**src/inc/rtcc_pkg.sv**
```systemverilog
// rtc calendar/alarm control: shared constants and register map
// assumes a 25 MHz bus clock and a synchronous kernel clock input
// Function
// reading subsecond freezes time and date shadows for a consistent set
// after time read, date shadow stays locked until date read
// shadow bypass set makes reads return live counters
// software rereads subsecond after the set; repeats if it changed
// init ready rises one to two kernel clocks after init request
// calendar writes are dropped while init ready is low
// software clears bypass and waits sync flag before next init entry; the bench clears bypass in the init-entry write, with no wait
// software programs all calendar registers in one init session
// debug stop also halts the subsecond alarm counter
// nonzero subsecond mask adds subsecond bits to the alarm match
// alarms share one event line; tamper and timestamp share another
// alarm flags stay set until software clears each separately
// line flag clear takes effect only after a short delay
// alarm handler checks alarm a, then b, then a again
// software sets the alarm pin general function to input
// sync flag sets on every shadow refresh, cleared by software write
package rtcc_pkg;
    // ------------------------------------------------------------
    // register offsets
    // ------------------------------------------------------------
    localparam int AW = 6;
    localparam logic [AW-1:0] OFS_CTRL = 6'h00;
    localparam logic [AW-1:0] OFS_STAT = 6'h04;
    localparam logic [AW-1:0] OFS_SS = 6'h08;
    localparam logic [AW-1:0] OFS_TOD = 6'h0c;
    localparam logic [AW-1:0] OFS_DATE = 6'h10;
    localparam logic [AW-1:0] OFS_ALA_SS = 6'h14;
    localparam logic [AW-1:0] OFS_ALB_SS = 6'h18;
    localparam logic [AW-1:0] OFS_EVENT = 6'h1c;
    localparam logic [AW-1:0] OFS_IRQ_ST = 6'h20;
    localparam logic [AW-1:0] OFS_IRQ_MSK = 6'h24;
    localparam logic [AW-1:0] OFS_LINE = 6'h28;
    localparam logic [AW-1:0] OFS_ALA_TOD = 6'h2c;
    localparam logic [AW-1:0] OFS_ALB_TOD = 6'h30;
    // ------------------------------------------------------------
    // fields
    // ------------------------------------------------------------
    localparam int CTRL_BYP = 0;
    localparam int CTRL_INIT = 1;
    localparam int CTRL_DBG = 2;
    localparam int CTRL_AOUT = 3;
    localparam int CTRL_W = 4;
    localparam int ST_INIT_READY_FLAG = 0;
    localparam int ST_RSF = 1;
    localparam int EV_ALA = 0;
    localparam int EV_ALB = 1;
    localparam int EV_TAMP = 2;
    localparam int EV_TS = 3;
    localparam int EV_W = 4;
    localparam int LN_ALARM = 0;
    localparam int LN_TAMP = 1;
    localparam int SS_W = 15;
    localparam int TOD_W = 17;
    localparam int DATE_W = 16;
    localparam int MASK_W = 4;
    localparam int MASK_LSB = 24;
    localparam logic [TOD_W-1:0] SECS_PER_DAY = 17'h1_5180;
    localparam logic [SS_W-1:0] PREDIV_DEF = 15'h00ff;
    localparam logic [1:0] INIT_SYNC_TICKS = 2'h2;
    // ------------------------------------------------------------
    // timing
    // ------------------------------------------------------------
    localparam int CLK_NS = 40;
    localparam int LINE_CLR_NS = 120;
    localparam int LINE_CLR_CYC = (LINE_CLR_NS + CLK_NS - 1) / CLK_NS;
endpackage : rtcc_pkg

```
**src/rtl/rtcc_alarm_match.sv**
```systemverilog
// rtc calendar/alarm control: one alarm comparator
// assumes counters and tick come from the calendar core
`timescale 1ns/1ps
module rtcc_alarm_match
    import rtcc_pkg::*;
(
    // clock and reset
    input wire logic clk,
    input wire logic rst,
    // calendar state
    input wire logic tick,
    input wire logic sec_start,
    input wire logic [SS_W-1:0] ss,
    input wire logic [TOD_W-1:0] tod,
    // alarm setting
    input wire logic [SS_W-1:0] al_ss,
    input wire logic [MASK_W-1:0] al_mask,
    input wire logic [TOD_W-1:0] al_tod,
    // result
    output logic match_r
);
    logic [SS_W-1:0] ss_sel;
    logic hit;

    always_comb begin
        for (int i = 0; i < SS_W; i++) begin
            ss_sel[i] = (i < int'(al_mask));
        end
        // zero mask: one hit per second at the second boundary only
        hit = (tod == al_tod) &&
              ((al_mask == '0) ? sec_start
                               : (((ss ^ al_ss) & ss_sel) == '0));
    end

    // a match only on a tick, so a stopped tick cannot re-set the flag
    always_ff @(posedge clk) begin
        if (rst) begin
            match_r <= 1'b0;
        end else begin
            match_r <= tick && hit;
        end
    end
endmodule : rtcc_alarm_match

```
**src/rtl/rtcc_core.sv**
```systemverilog
// rtc calendar/alarm control: counters, shadows, init, alarms, lines
// assumes a single bus clock; kernel clock is sampled as a level
//
// Local design decisions: the strobed register port and the register offsets.
`timescale 1ns/1ps
module rtcc_core
    import rtcc_pkg::*;
#(
    parameter logic [SS_W-1:0] PREDIV = PREDIV_DEF
) (
    // clock and reset
    input wire logic clk,
    input wire logic rst,
    // register port
    input wire logic [AW-1:0] addr,
    input wire logic [31:0] wdata,
    input wire logic wr,
    input wire logic rd,
    output logic [31:0] rdata,
    // kernel clock, debug, external events
    input wire logic rtc_kernel_clock,
    input wire logic debug_halt,
    input wire logic tamper_evt,
    input wire logic tstamp_evt,
    // event controller lines and interrupt
    output logic alarm_line,
    output logic tamper_line,
    output logic irq,
    // alarm open-drain pin
    output logic alarm_pin_o,
    output logic alarm_pin_oe
);
    function automatic logic hit(input logic [AW-1:0] a,
                                 input logic [AW-1:0] o);
        return a == o;
    endfunction : hit

    // ------------------------------------------------------------
    // state
    // ------------------------------------------------------------
    logic [CTRL_W-1:0] ctrl_r;
    logic init_ready_r;
    logic [1:0] sync_cnt_r;
    logic shadow_sync_r;
    logic kclk_q_r;
    logic [SS_W-1:0] ss_r, sh_ss_r;
    logic [TOD_W-1:0] tod_r, sh_tod_r;
    logic [DATE_W-1:0] date_r, sh_date_r;
    logic lock_tod_r, lock_date_r;
    logic [SS_W-1:0] al_ss_r [2];
    logic [MASK_W-1:0] al_mask_r [2];
    logic [TOD_W-1:0] al_tod_r [2];
    logic [1:0] al_match;
    logic [EV_W-1:0] ev_r, irq_st_r, irq_msk_r, ev_set;
    logic [1:0] line_r;
    logic [LINE_CLR_CYC-1:0] clr_pipe_r [2];
    logic [31:0] rdata_r;
    logic irq_r, pin_oe_r, pin_o_r;
    logic ktick, cnt_run, sec_start, refresh;
    logic rd_ss, rd_tod, rd_date, wr_cal_ok;

    assign ktick = rtc_kernel_clock && !kclk_q_r;
    assign cnt_run = ktick && !init_ready_r &&
                     !(ctrl_r[CTRL_DBG] && debug_halt);
    assign sec_start = (ss_r == PREDIV);
    assign rd_ss = rd && hit(addr, OFS_SS) && !ctrl_r[CTRL_BYP];
    assign rd_tod = rd && hit(addr, OFS_TOD) && !ctrl_r[CTRL_BYP];
    assign rd_date = rd && hit(addr, OFS_DATE) && !ctrl_r[CTRL_BYP];
    // a subsecond or time read in the refresh cycle would split the set
    assign refresh = ktick && !lock_tod_r && !lock_date_r &&
                     !rd_ss && !rd_tod;
    assign wr_cal_ok = wr && init_ready_r;
    assign ev_set = {tstamp_evt, tamper_evt, al_match};

    assign rdata = rdata_r;
    assign alarm_line = line_r[LN_ALARM];
    assign tamper_line = line_r[LN_TAMP];
    assign irq = irq_r;
    assign alarm_pin_o = pin_o_r;
    assign alarm_pin_oe = pin_oe_r;

    // ------------------------------------------------------------
    // control and init handshake
    // ------------------------------------------------------------
    always_ff @(posedge clk) begin
        if (rst) begin
            ctrl_r <= '0;
            kclk_q_r <= 1'b0;
        end else begin
            kclk_q_r <= rtc_kernel_clock;
            if (wr && hit(addr, OFS_CTRL)) begin
                ctrl_r <= wdata[CTRL_W-1:0];
            end
        end
    end

    // counts whole kernel edges, never trusts an earlier partial one
    always_ff @(posedge clk) begin
        if (rst || !ctrl_r[CTRL_INIT]) begin
            init_ready_r <= 1'b0;
            sync_cnt_r <= '0;
        end else if (ktick && !init_ready_r) begin
            sync_cnt_r <= sync_cnt_r + 2'h1;
            if (sync_cnt_r == INIT_SYNC_TICKS - 2'h1) begin
                init_ready_r <= 1'b1;
            end
        end
    end

    // ------------------------------------------------------------
    // calendar counters
    // ------------------------------------------------------------
    always_ff @(posedge clk) begin
        if (rst) begin
            ss_r <= PREDIV;
            tod_r <= '0;
            date_r <= '0;
        end else begin
            if (cnt_run) begin
                if (ss_r == '0) begin
                    ss_r <= PREDIV;
                    if (tod_r == SECS_PER_DAY - 1'b1) begin
                        tod_r <= '0;
                        date_r <= date_r + 1'b1;
                    end else begin
                        tod_r <= tod_r + 1'b1;
                    end
                end else begin
                    ss_r <= ss_r - 1'b1;
                end
            end
            if (wr_cal_ok && hit(addr, OFS_TOD)) begin
                tod_r <= wdata[TOD_W-1:0];
                ss_r <= PREDIV;
            end
            if (wr_cal_ok && hit(addr, OFS_DATE)) begin
                date_r <= wdata[DATE_W-1:0];
            end
        end
    end

    // ------------------------------------------------------------
    // shadows, locks and sync flag
    // ------------------------------------------------------------
    always_ff @(posedge clk) begin
        if (rst) begin
            sh_ss_r <= PREDIV;
            sh_tod_r <= '0;
            sh_date_r <= '0;
        end else if (refresh) begin
            sh_ss_r <= ss_r;
            sh_tod_r <= tod_r;
            sh_date_r <= date_r;
        end
    end

    always_ff @(posedge clk) begin
        if (rst) begin
            lock_tod_r <= 1'b0;
            lock_date_r <= 1'b0;
        end else if (rd_ss) begin
            lock_tod_r <= 1'b1;
            lock_date_r <= 1'b1;
        end else if (rd_tod) begin
            lock_tod_r <= 1'b0;
            lock_date_r <= 1'b1;
        end else if (rd_date) begin
            lock_tod_r <= 1'b0;
            lock_date_r <= 1'b0;
        end
    end

    always_ff @(posedge clk) begin
        if (rst) begin
            shadow_sync_r <= 1'b0;
        end else if (refresh) begin
            shadow_sync_r <= 1'b1;
        end else if (wr && hit(addr, OFS_STAT) && !wdata[ST_RSF]) begin
            shadow_sync_r <= 1'b0;
        end
    end

    // ------------------------------------------------------------
    // alarms
    // ------------------------------------------------------------
    always_ff @(posedge clk) begin
        if (rst) begin
            for (int i = 0; i < 2; i++) begin
                al_ss_r[i] <= '0;
                al_mask_r[i] <= '0;
                al_tod_r[i] <= '0;
            end
        end else if (wr) begin
            for (int i = 0; i < 2; i++) begin
                if (hit(addr, i == 0 ? OFS_ALA_SS : OFS_ALB_SS)) begin
                    al_ss_r[i] <= wdata[SS_W-1:0];
                    al_mask_r[i] <= wdata[MASK_LSB +: MASK_W];
                end
                if (hit(addr, i == 0 ? OFS_ALA_TOD : OFS_ALB_TOD)) begin
                    al_tod_r[i] <= wdata[TOD_W-1:0];
                end
            end
        end
    end

    for (genvar g = 0; g < 2; g++) begin : g_alarm
        rtcc_alarm_match u_match (
            .clk(clk),
            .rst(rst),
            .tick(cnt_run),
            .sec_start(sec_start),
            .ss(ss_r),
            .tod(tod_r),
            .al_ss(al_ss_r[g]),
            .al_mask(al_mask_r[g]),
            .al_tod(al_tod_r[g]),
            .match_r(al_match[g])
        );
    end

    // ------------------------------------------------------------
    // event flags, interrupt status, shared lines
    // ------------------------------------------------------------
    // set wins over the write-one clear
    always_ff @(posedge clk) begin
        if (rst) begin
            ev_r <= '0;
        end else begin
            ev_r <= (ev_r & ~((wr && hit(addr, OFS_EVENT)) ?
                              wdata[EV_W-1:0] : '0)) | ev_set;
        end
    end

    always_ff @(posedge clk) begin
        if (rst) begin
            irq_st_r <= '0;
            irq_msk_r <= '0;
            irq_r <= 1'b0;
        end else begin
            irq_st_r <= (rd && hit(addr, OFS_IRQ_ST) ? '0 : irq_st_r)
                        | ev_set;
            if (wr && hit(addr, OFS_IRQ_MSK)) begin
                irq_msk_r <= wdata[EV_W-1:0];
            end
            irq_r <= |(irq_st_r & irq_msk_r);
        end
    end

    // clear travels a short pipe before it bites; new sets still win
    always_ff @(posedge clk) begin
        if (rst) begin
            line_r <= '0;
            for (int i = 0; i < 2; i++) begin
                clr_pipe_r[i] <= '0;
            end
        end else begin
            for (int i = 0; i < 2; i++) begin
                clr_pipe_r[i] <= {clr_pipe_r[i][LINE_CLR_CYC-2:0],
                                  wr && hit(addr, OFS_LINE) && wdata[i]};
                if (clr_pipe_r[i][LINE_CLR_CYC-1]) begin
                    line_r[i] <= 1'b0;
                end
            end
            if (|ev_set[EV_ALB:EV_ALA]) begin
                line_r[LN_ALARM] <= 1'b1;
            end
            if (|ev_set[EV_TS:EV_TAMP]) begin
                line_r[LN_TAMP] <= 1'b1;
            end
        end
    end

    // open drain: only ever pulls low
    always_ff @(posedge clk) begin
        if (rst) begin
            pin_oe_r <= 1'b0;
            pin_o_r <= 1'b0;
        end else begin
            pin_oe_r <= ctrl_r[CTRL_AOUT] && (ev_r[EV_ALA] || ev_r[EV_ALB]);
            pin_o_r <= 1'b0;
        end
    end

    // ------------------------------------------------------------
    // read data
    // ------------------------------------------------------------
    always_ff @(posedge clk) begin
        if (rst) begin
            rdata_r <= '0;
        end else if (rd) begin
            rdata_r <= '0;
            unique case (addr)
                OFS_CTRL: rdata_r[CTRL_W-1:0] <= ctrl_r;
                OFS_STAT: rdata_r[ST_RSF:ST_INIT_READY_FLAG] <=
                    {shadow_sync_r, init_ready_r};
                OFS_SS: rdata_r[SS_W-1:0] <=
                    ctrl_r[CTRL_BYP] ? ss_r : sh_ss_r;
                OFS_TOD: rdata_r[TOD_W-1:0] <=
                    ctrl_r[CTRL_BYP] ? tod_r : sh_tod_r;
                OFS_DATE: rdata_r[DATE_W-1:0] <=
                    ctrl_r[CTRL_BYP] ? date_r : sh_date_r;
                OFS_ALA_SS: rdata_r <= 32'(al_ss_r[0])
                    | (32'(al_mask_r[0]) << MASK_LSB);
                OFS_ALB_SS: rdata_r <= 32'(al_ss_r[1])
                    | (32'(al_mask_r[1]) << MASK_LSB);
                OFS_ALA_TOD: rdata_r[TOD_W-1:0] <= al_tod_r[0];
                OFS_ALB_TOD: rdata_r[TOD_W-1:0] <= al_tod_r[1];
                OFS_EVENT: rdata_r[EV_W-1:0] <= ev_r;
                OFS_IRQ_ST: rdata_r[EV_W-1:0] <= irq_st_r;
                OFS_IRQ_MSK: rdata_r[EV_W-1:0] <= irq_msk_r;
                OFS_LINE: rdata_r[1:0] <= line_r;
                default: rdata_r <= '0;
            endcase
        end
    end
endmodule : rtcc_core

```
**config.mk**
```make
export PLATFORM = sky130hd
export DESIGN_NAME = rtcc_core
export DESIGN_NICKNAME = d
export VERILOG_FILES = /design/src/inc/rtcc_pkg.sv /design/src/rtl/rtcc_alarm_match.sv /design/src/rtl/rtcc_core.sv
export SDC_FILE = /design/constraint.sdc
export NUM_CORES = 1
export LEC_CHECK = 0
export ABC_AREA = 1
export BUFFER_PORTS_ARGS = -buffer_cell sky130_fd_sc_hd__buf_2
export CAP_MARGIN = 40
export CORE_MARGIN = 2
export CORE_UTILIZATION = 35
export DETAILED_ROUTE_END_ITERATION = 7
export PLACE_DENSITY_LB_ADDON = 0.2
export SLEW_MARGIN = 0
export SYNTH_ARGS = -nofsm -noshare
export SYNTH_HDL_FRONTEND = slang
export SYNTH_HIERARCHICAL = 1
export SYNTH_SLANG_ARGS = --single-unit
export TNS_END_PERCENT = 100
```
**constraint.sdc**
```tcl
create_clock -name clk -period 4.1 [get_ports clk]
set_input_delay 0.82 -clock clk [delete_from_list [all_inputs] [get_ports clk]]
set_output_delay 0.82 -clock clk [all_outputs]
set_load 0.02 [all_outputs]
```
* Word level (Yosys, flattened, before mapping) *
Memory sizes are Yosys's and may differ from the RTL's.
Index checks and enable logic that the tools add are counted.

storage, ports and cells
  memories = 4
  flip-flop bits (word level) = 157
  latch bits = 0
  bits in read-only memories = 0
  output and inout bits = 37
  bits in writable memories = 78

cells by class
  $add $sub $neg = 4
  muxes and demuxes = 60
  $mul = 0
  divide/modulo/power cells = 0
  reduce and logical (&&, ||, !) cells = 65
  shifts and indexed selects = 0
  equal/unequal tests = 17
  bitwise logic cells = 19
  magnitude comparators = 30

memory list
  memory      depth  width  rd ports  clocked after memory_dff  wr ports  RTL line         source
  al_tod_r    2      17     2         0                         2         rtcc_core.sv:52  logic [TOD_W-1:0] al_tod_r [2];
  al_ss_r     2      15     2         0                         2         rtcc_core.sv:50  logic [SS_W-1:0] al_ss_r [2];
  al_mask_r   2      4      2         0                         2         rtcc_core.sv:51  logic [MASK_W-1:0] al_mask_r [2];
  clr_pipe_r  2      3      2         0                         2         rtcc_core.sv:56  logic [LINE_CLR_CYC-1:0] clr_pipe_r [2];

operator list
  cell                   number
  $mux 17                7
  $mux 16                5
  $pmux 11 s7            1
  $mux 15                4
  $lt 4x4->1 const A     14
  $or 15x28->28          2
  $logic_not 15->1       3
  $eq 17x17->1           2
  $lt 3x4->1 const A     8
  $mux 1                 32
  $logic_and 1x1->1      31
  $and 15x15->15         2
  $eq 6x6->1 const B     5
  $xor 15x15->15         2
  $pmux 2 s13            1
  $eq 6x5->1 const B     4
  $pmux 11 s2            1
  $pmux 2 s11            1
  $add 17x1->17 const B  1
  $eq 17x17->1 const B   1
  $add 16x1->16 const B  1
  $lt 1x4->1 const A     4
  $lt 2x4->1 const A     4
  $mux 4                 4
  other kinds (23)       55

* Depth between registers and ports, before layout *
  depth in word-level cells = 7
  mapped depth = 12
  mapped depth without buffers = 12

* By module *
The synthesis kept the hierarchy.

modules (own cells, without submodules)
  module            cells an instance  times used  seq. area each (um^2)  area an instance (um^2)
  rtcc_core         1425               1           5165.0                 11014.3
  rtcc_alarm_match  161                2           20.0                   724.4

* Worst setup path before layout *
No wires, ideal clock.

  path type = input -> register
  from = in addr[1]
  to = mem al_mask_r[0][0], enable pin
  stages on the path = 4
  arrival time = 2729 ps
  path slack = 949 ps
  library setup time = 421 ps
  path through = nor2_4 buf_6 nand3_1 o21ai_0

RTL lines
  what             RTL line         source
  start, declared  rtcc_core.sv:15  input wire logic [AW-1:0] addr,
  end, declared    rtcc_core.sv:51

* Worst setup path in the final report *
  from = in addr[1]
  to = reg sh_ss_r[10]

on the way
  cells in the longest elaborated chain, start to end = 6

ends and longest elaborated chain
  what                            RTL line          source
  $eq 6x4->1                      rtcc_core.sv:35   return a == o;
  $logic_and 1x1->1 (2 in a row)  rtcc_core.sv:66   assign rd_ss = rd && hit(addr, OFS_SS) && !ctrl_r[CTRL_BYP];
  $logic_not 1->1                 rtcc_core.sv:71   !rd_ss && !rd_tod;
  $logic_and 1x1->1               rtcc_core.sv:70   assign refresh = ktick && !lock_tod_r && !lock_date_r &&
  $logic_and 1x1->1 (*)           rtcc_core.sv:71
  end signal, assigned            rtcc_core.sv:151  sh_ss_r <= ss_r;
  end, declared                   rtcc_core.sv:46   logic [SS_W-1:0] ss_r, sh_ss_r;

Mark *: on every way between the ends. The rest lies on a longest branch, timed or not.
A chain may end at the register's enable or synchronous reset.

==> results.md <==
Run status:
- The flow ran to the end, and the final reports show no timing, DRC or antenna violations.

Floorplanning:
- The die is 193 µm tall.
- For this configuration, the core starts out at a cell density of 35.3%.
- Row generation in the floorplan step produced 69 rows.
- The count of boundary I/O pins is 83.
- The floorplan step set the die width to 193 µm.
- In this run the standard cell core region covers 0.0353 mm².
- The die covers 0.0371 mm².

Logic synthesis:
- In this run the cell area of the synthesized design comes to 0.0125 mm².
- Multiplexer cells account for 0% of the synthesized area.
- The post-synthesis simple-gate area fraction is 30.8%.
- The number of synthesized flops with an enable pin is 72.
- The compound-cell area share of the yosys netlist is 14.3%.
- Summing the areas of all xor and xnor instances in the mapped netlist gives 2.18% of the synthesized area.
- The share of synthesized cell area in full adder, half adder and majority cells is 0.602%.
- Sequential elements use 41.8% of the synthesized area.
- The average size of a mapped cell is 7.13 µm².
- The share of synthesized flip-flops with an asynchronous set or reset is 0%.
- The dominant combinational cell family by area after synthesis is simple AND/OR/NAND/NOR gates.
- The cell count after synthesis is 1747.
- In this run, distinct cell masters in the synthesized netlist total 53.
- The number of storage elements in the synthesis netlist is 224.
- For this run, the leading register cell type out of synthesis is sky130_fd_sc_hd__dfxtp_1.
- The Yosys step of the flow raised 6 warnings.

Timing:
- The max-slew violation total from the final report is 0.
- The tightest slew margin relative to the limit is 42.8%.
- At the pin with the least slew margin, the transition time is 0.857 ns.
- The worst clock skew is 0.0121 ns.
- The final total negative setup slack is 0 ns.
- The final critical-path share of the clock period is 60.5%.
- Based on the critical path, the design can be clocked at up to 403 MHz.
- The number of failing hold endpoints at the final stage is 0.
- The clock period could shrink to 2.48 ns.
- Once routing completed, OpenROAD measured the worst setup slack at 1.62 ns.
- Setup repair after global routing left no endpoint under its margin.
- Setup violations remaining at the end of the flow were counted as 0.

GRT:
- The largest net degree at the start of global routing is 74.
- Across every metal layer, demand over resource in global routing totals 22.5%.
- The via count of the first global-routing pass is 10500.
- The initial antenna violation count is 0.
- The first global-routing pass estimated 63100 µm of wire.
- The global route total overflow is 0.

Placed design:
- The count of buffers from port buffering is 59.
- Summed over all nets, the half-perimeter wirelength after detailed placement is 30200 µm.
- At the placement stage, the worst setup path has a slack of 1.13 ns.
- Routability-driven placement finished with a final weighted congestion of 0.923.

Setup path:
- The worst register-to-register path has a depth of 11.
- The number of buffers and inverters on the critical path is 3.
- The count of cell instances traversed by the critical path is 9.
- For this run, the slowest stage of the critical path takes 0.36 ns.
- The signal on the critical path passes through buf_2 -> nor2_4 -> nand3_2 -> inv_2 -> o21ai_4 -> nand2_4 -> inv_8 -> o21ai_0 -> a21oi_1.
- The kind of start point of the critical path is an input pin.
- The signal arrival time at the worst endpoint is 2.89 ns.
- Data on the critical path is required at its endpoint by 4.51 ns.
- The element type at the critical path end is a register.
- The worst setup path is of the input pin to register kind.
- The cell family contributing the most delay on the critical path is simple AND/OR/NAND/NOR gates.
- The cell at the slowest stage of the critical path is sky130_fd_sc_hd__nor2_4.
- The biggest fanout along the worst timing path is 73.

Clock network:
- TritonCTS built the clock tree.
- The clock root buffer is sky130_fd_sc_hd__clkbuf_16.
- The level count of the clock H-tree is 1.
- Clock tree synthesis found a total of 224 sinks.
- After clock tree synthesis, the clock-pin slew on the worst setup and hold paths is 0.06 ns.
- In this run the post-CTS setup repair buffer count came out at 0.
- The clock reaches the later pin of the worst-skew pair after 0.55 ns.
- The number of gates resized after cts is 0.
- The total of hold buffers inserted after clock tree synthesis is 0.
- The clock passes through at most 3 buffers.
- The number of clock buffers added by TritonCTS is 28.

Final layout:
- The count of filler cells inserted in the layout is 3684.
- 0 antenna diodes ended up in the layout.
- Compared with the post-synthesis result, the final layout area differs by 12.3%.
- The final layout contains 1837 nets.
- Of the cells placed in the final design, the portion with a size suffix greater than 1 is 11.8%.

Routing:
- The remaining antenna violation count is 0.
- For this block, the via count after detailed routing is 11500.
- For this run, design rule violations remaining after detail routing come to 0.
- After detailed routing, the number of vias per cell comes to 5.06.
- After detailed routing, the average wire length per cell comes to 18.3 µm.
- The first-pass iteration count of the detailed router is 5.
- The first routing iteration left 1019 violations.
- The final layout contains routed wiring with a total length of 41600 µm.

Run:
- The number of maximum-capacitance violations is 0.

Power and ir drop:
- The worst-case vdd ir drop is 0.262 mV.
- The analysis attributes to cell leakage a power of 5.86 nW.
- The total power is 0.00543 W.
- The power density over cell area is 388 mW/mm².

Hold path:
- The worst hold path was traced through 2 stages.
- The class of the most critical hold timing path is register to register.
==> per-layer routing <==
layer | wire (µm) | vias up | track usage [%]
met3 | 2280 | 50 | 2.51
met1 | 19100 | 5369 | 31.1
met2 | 19300 | 333 | 37.3
met5 | 0 | - | 0
li1 | - | 5716 | -
met4 | 909 | 0 | 5.75
==> per-stage QoR <==
step           cell area [µm²]  std cells  util (%)  hold WS, ns
2_1_floorplan            12500       1758         -        0.388
3_3_place_gp             13000       2214      36.8        0.390
3_5_place_dp             13000       2216      36.9        0.395
4_1_cts                  14000       2268      39.6        0.403
5_1_grt                  14000       2268      39.6        0.414
6_report                 14000       2268      39.6        0.402
==> cell type report <==
cell class	count	area (µm²)	share of cell area [%]
repair buffers	74	423	3.02
multi-input cells	1243	6020	43.0
inverters	214	816	5.83
well taps	461	577	4.12
clock buffers	36	792	5.66
clock inverters	16	169	1.21
flip-flops and latches	224	5200	37.2
==> worst reg2reg max path: stages, from the launching register on <==
cell and delay [ns]:
sky130_fd_sc_hd__dfxtp_1 0.53, sky130_fd_sc_hd__inv_1 0.19, sky130_fd_sc_hd__ha_1 0.24, sky130_fd_sc_hd__nand3_1 0.14, sky130_fd_sc_hd__nor2_1 0.13, sky130_fd_sc_hd__nand3_4 0.15, sky130_fd_sc_hd__nand2_4 0.19, sky130_fd_sc_hd__nor2_1 0.15
sky130_fd_sc_hd__buf_4 0.22, sky130_fd_sc_hd__inv_1 0.12, sky130_fd_sc_hd__a21oi_1 0.12, sky130_fd_sc_hd__o21ai_0 0.10
==> state kept, by name, indices dropped and copies added (netlist names), 2 cells and up <==
signal and cells:
al_tod_r 34, al_ss_r 30, rdata 21, sh_tod_r 17
tod_r 17, date_r 16, sh_date_r 16, sh_ss_r 15
ss_r 15, al_mask_r 8, clr_pipe_r 6, ctrl_r 4
ev_r 4, irq_msk_r 4, irq_st_r 4, g_alarm.u_match/match_r 2
line_r 2, sync_cnt_r 2
==> logic make-up (layout without fill, tap and decap cells) <==
| group | after synthesis | count (layout) |
|---|---|---|
| AOI/OAI and AO/OA | 301 | 301 |
| xor gates and xnor gates | 31 | 31 |
| adders and majority gates | 6 | 6 |
| buffers and inverters | 291 | 340 |
| DFF | 224 | 224 |
| other | 1 | 12 |
| and+or+nand+nor | 893 | 893 |
==> power breakdown <==
group	switching, W	leakage, nW	total (W)	internal (W)
combinational	0.000298	3.46	0.000419	0.000121
clock	0.00102	0.473	0.00257	0.00155
sequential	0.0000683	1.92	0.00244	0.00237
==> layout by cell type, fill, tap and decap left out, types with 6 or more instances in the layout <==
cell type | netlist | routed
sky130_fd_sc_hd__nand2_1 | 468 | 468
sky130_fd_sc_hd__nor2_1 | 219 | 219
sky130_fd_sc_hd__inv_1 | 202 | 201
sky130_fd_sc_hd__dfxtp_1 | 152 | 152
sky130_fd_sc_hd__nand3_1 | 118 | 118
sky130_fd_sc_hd__o21ai_0 | 84 | 81
sky130_fd_sc_hd__a21oi_1 | 79 | 79
sky130_fd_sc_hd__edfxtp_1 | 72 | 72
sky130_fd_sc_hd__buf_2 | 11 | 59
sky130_fd_sc_hd__o21ai_1 | 45 | 46
sky130_fd_sc_hd__a21oi_2 | 33 | 33
sky130_fd_sc_hd__clkbuf_16 | 0 | 29
sky130_fd_sc_hd__xor2_1 | 25 | 25
sky130_fd_sc_hd__nand4_1 | 24 | 24
sky130_fd_sc_hd__nor3_1 | 23 | 23
sky130_fd_sc_hd__o22ai_1 | 21 | 21
sky130_fd_sc_hd__buf_4 | 21 | 13
sky130_fd_sc_hd__conb_1 | 1 | 12
sky130_fd_sc_hd__o211ai_1 | 11 | 11
sky130_fd_sc_hd__nor2_4 | 9 | 9
sky130_fd_sc_hd__inv_2 | 8 | 9
sky130_fd_sc_hd__nor2_2 | 7 | 7
sky130_fd_sc_hd__o21ai_2 | 5 | 7
sky130_fd_sc_hd__clkinv_2 | 0 | 7
sky130_fd_sc_hd__xnor2_1 | 6 | 6
sky130_fd_sc_hd__ha_1 | 6 | 6
==> cell usage after synthesis, types with 3 or more instances <==
| library cell | number | area [µm²] |
|---|---|---|
| sky130_fd_sc_hd__o21ai_1 | 45 | 225 |
| sky130_fd_sc_hd__nor2_1 | 219 | 822 |
| sky130_fd_sc_hd__xor2_1 | 25 | 219 |
| sky130_fd_sc_hd__o21ai_2 | 5 | 43.8 |
| sky130_fd_sc_hd__nand2_1 | 468 | 1760 |
| sky130_fd_sc_hd__nor2_4 | 9 | 101 |
| sky130_fd_sc_hd__nand3_1 | 118 | 591 |
| sky130_fd_sc_hd__a31o_2 | 4 | 35.0 |
| sky130_fd_sc_hd__nand4_1 | 24 | 150 |
| sky130_fd_sc_hd__o21ai_0 | 84 | 420 |
| sky130_fd_sc_hd__nor3_2 | 4 | 40.0 |
| sky130_fd_sc_hd__buf_6 | 12 | 135 |
| sky130_fd_sc_hd__nand2_4 | 5 | 56.3 |
| sky130_fd_sc_hd__o2111ai_1 | 4 | 35.0 |
| sky130_fd_sc_hd__nor3b_1 | 3 | 22.5 |
| sky130_fd_sc_hd__a31oi_1 | 4 | 25.0 |
| sky130_fd_sc_hd__a211oi_1 | 3 | 22.5 |
| sky130_fd_sc_hd__ha_1 | 6 | 75.1 |
| sky130_fd_sc_hd__a21oi_2 | 33 | 289 |
| sky130_fd_sc_hd__inv_2 | 8 | 30.0 |
| sky130_fd_sc_hd__edfxtp_1 | 72 | 2160 |
| sky130_fd_sc_hd__clkbuf_1 | 28 | 105 |
| sky130_fd_sc_hd__o22ai_1 | 21 | 131 |
| sky130_fd_sc_hd__buf_2 | 11 | 55.1 |
| sky130_fd_sc_hd__a21oi_1 | 79 | 395 |
| sky130_fd_sc_hd__nand3_4 | 3 | 52.6 |
| sky130_fd_sc_hd__buf_4 | 21 | 158 |
| sky130_fd_sc_hd__nor2_2 | 7 | 43.8 |
| sky130_fd_sc_hd__dfxtp_1 | 152 | 3040 |
| sky130_fd_sc_hd__xnor2_1 | 6 | 52.6 |
| sky130_fd_sc_hd__buf_1 | 4 | 15.0 |
| sky130_fd_sc_hd__o211ai_1 | 11 | 82.6 |
| sky130_fd_sc_hd__nor3_1 | 23 | 115 |
| sky130_fd_sc_hd__inv_1 | 202 | 758 |
==> final timing paths <==
path | startpoint | end | slack (ns)
setup / recovery | addr[1] | sh_ss_r[10] | 1.62
hold / removal | clr_pipe_r[0][3] | clr_pipe_r[0][4] | 0.40
setup reg to reg | ss_r[0] | ss_r[3] | 1.69
hold reg to reg | clr_pipe_r[0][3] | clr_pipe_r[0][4] | 0.40
Note: power is estimated with default switching activity, not from simulation.
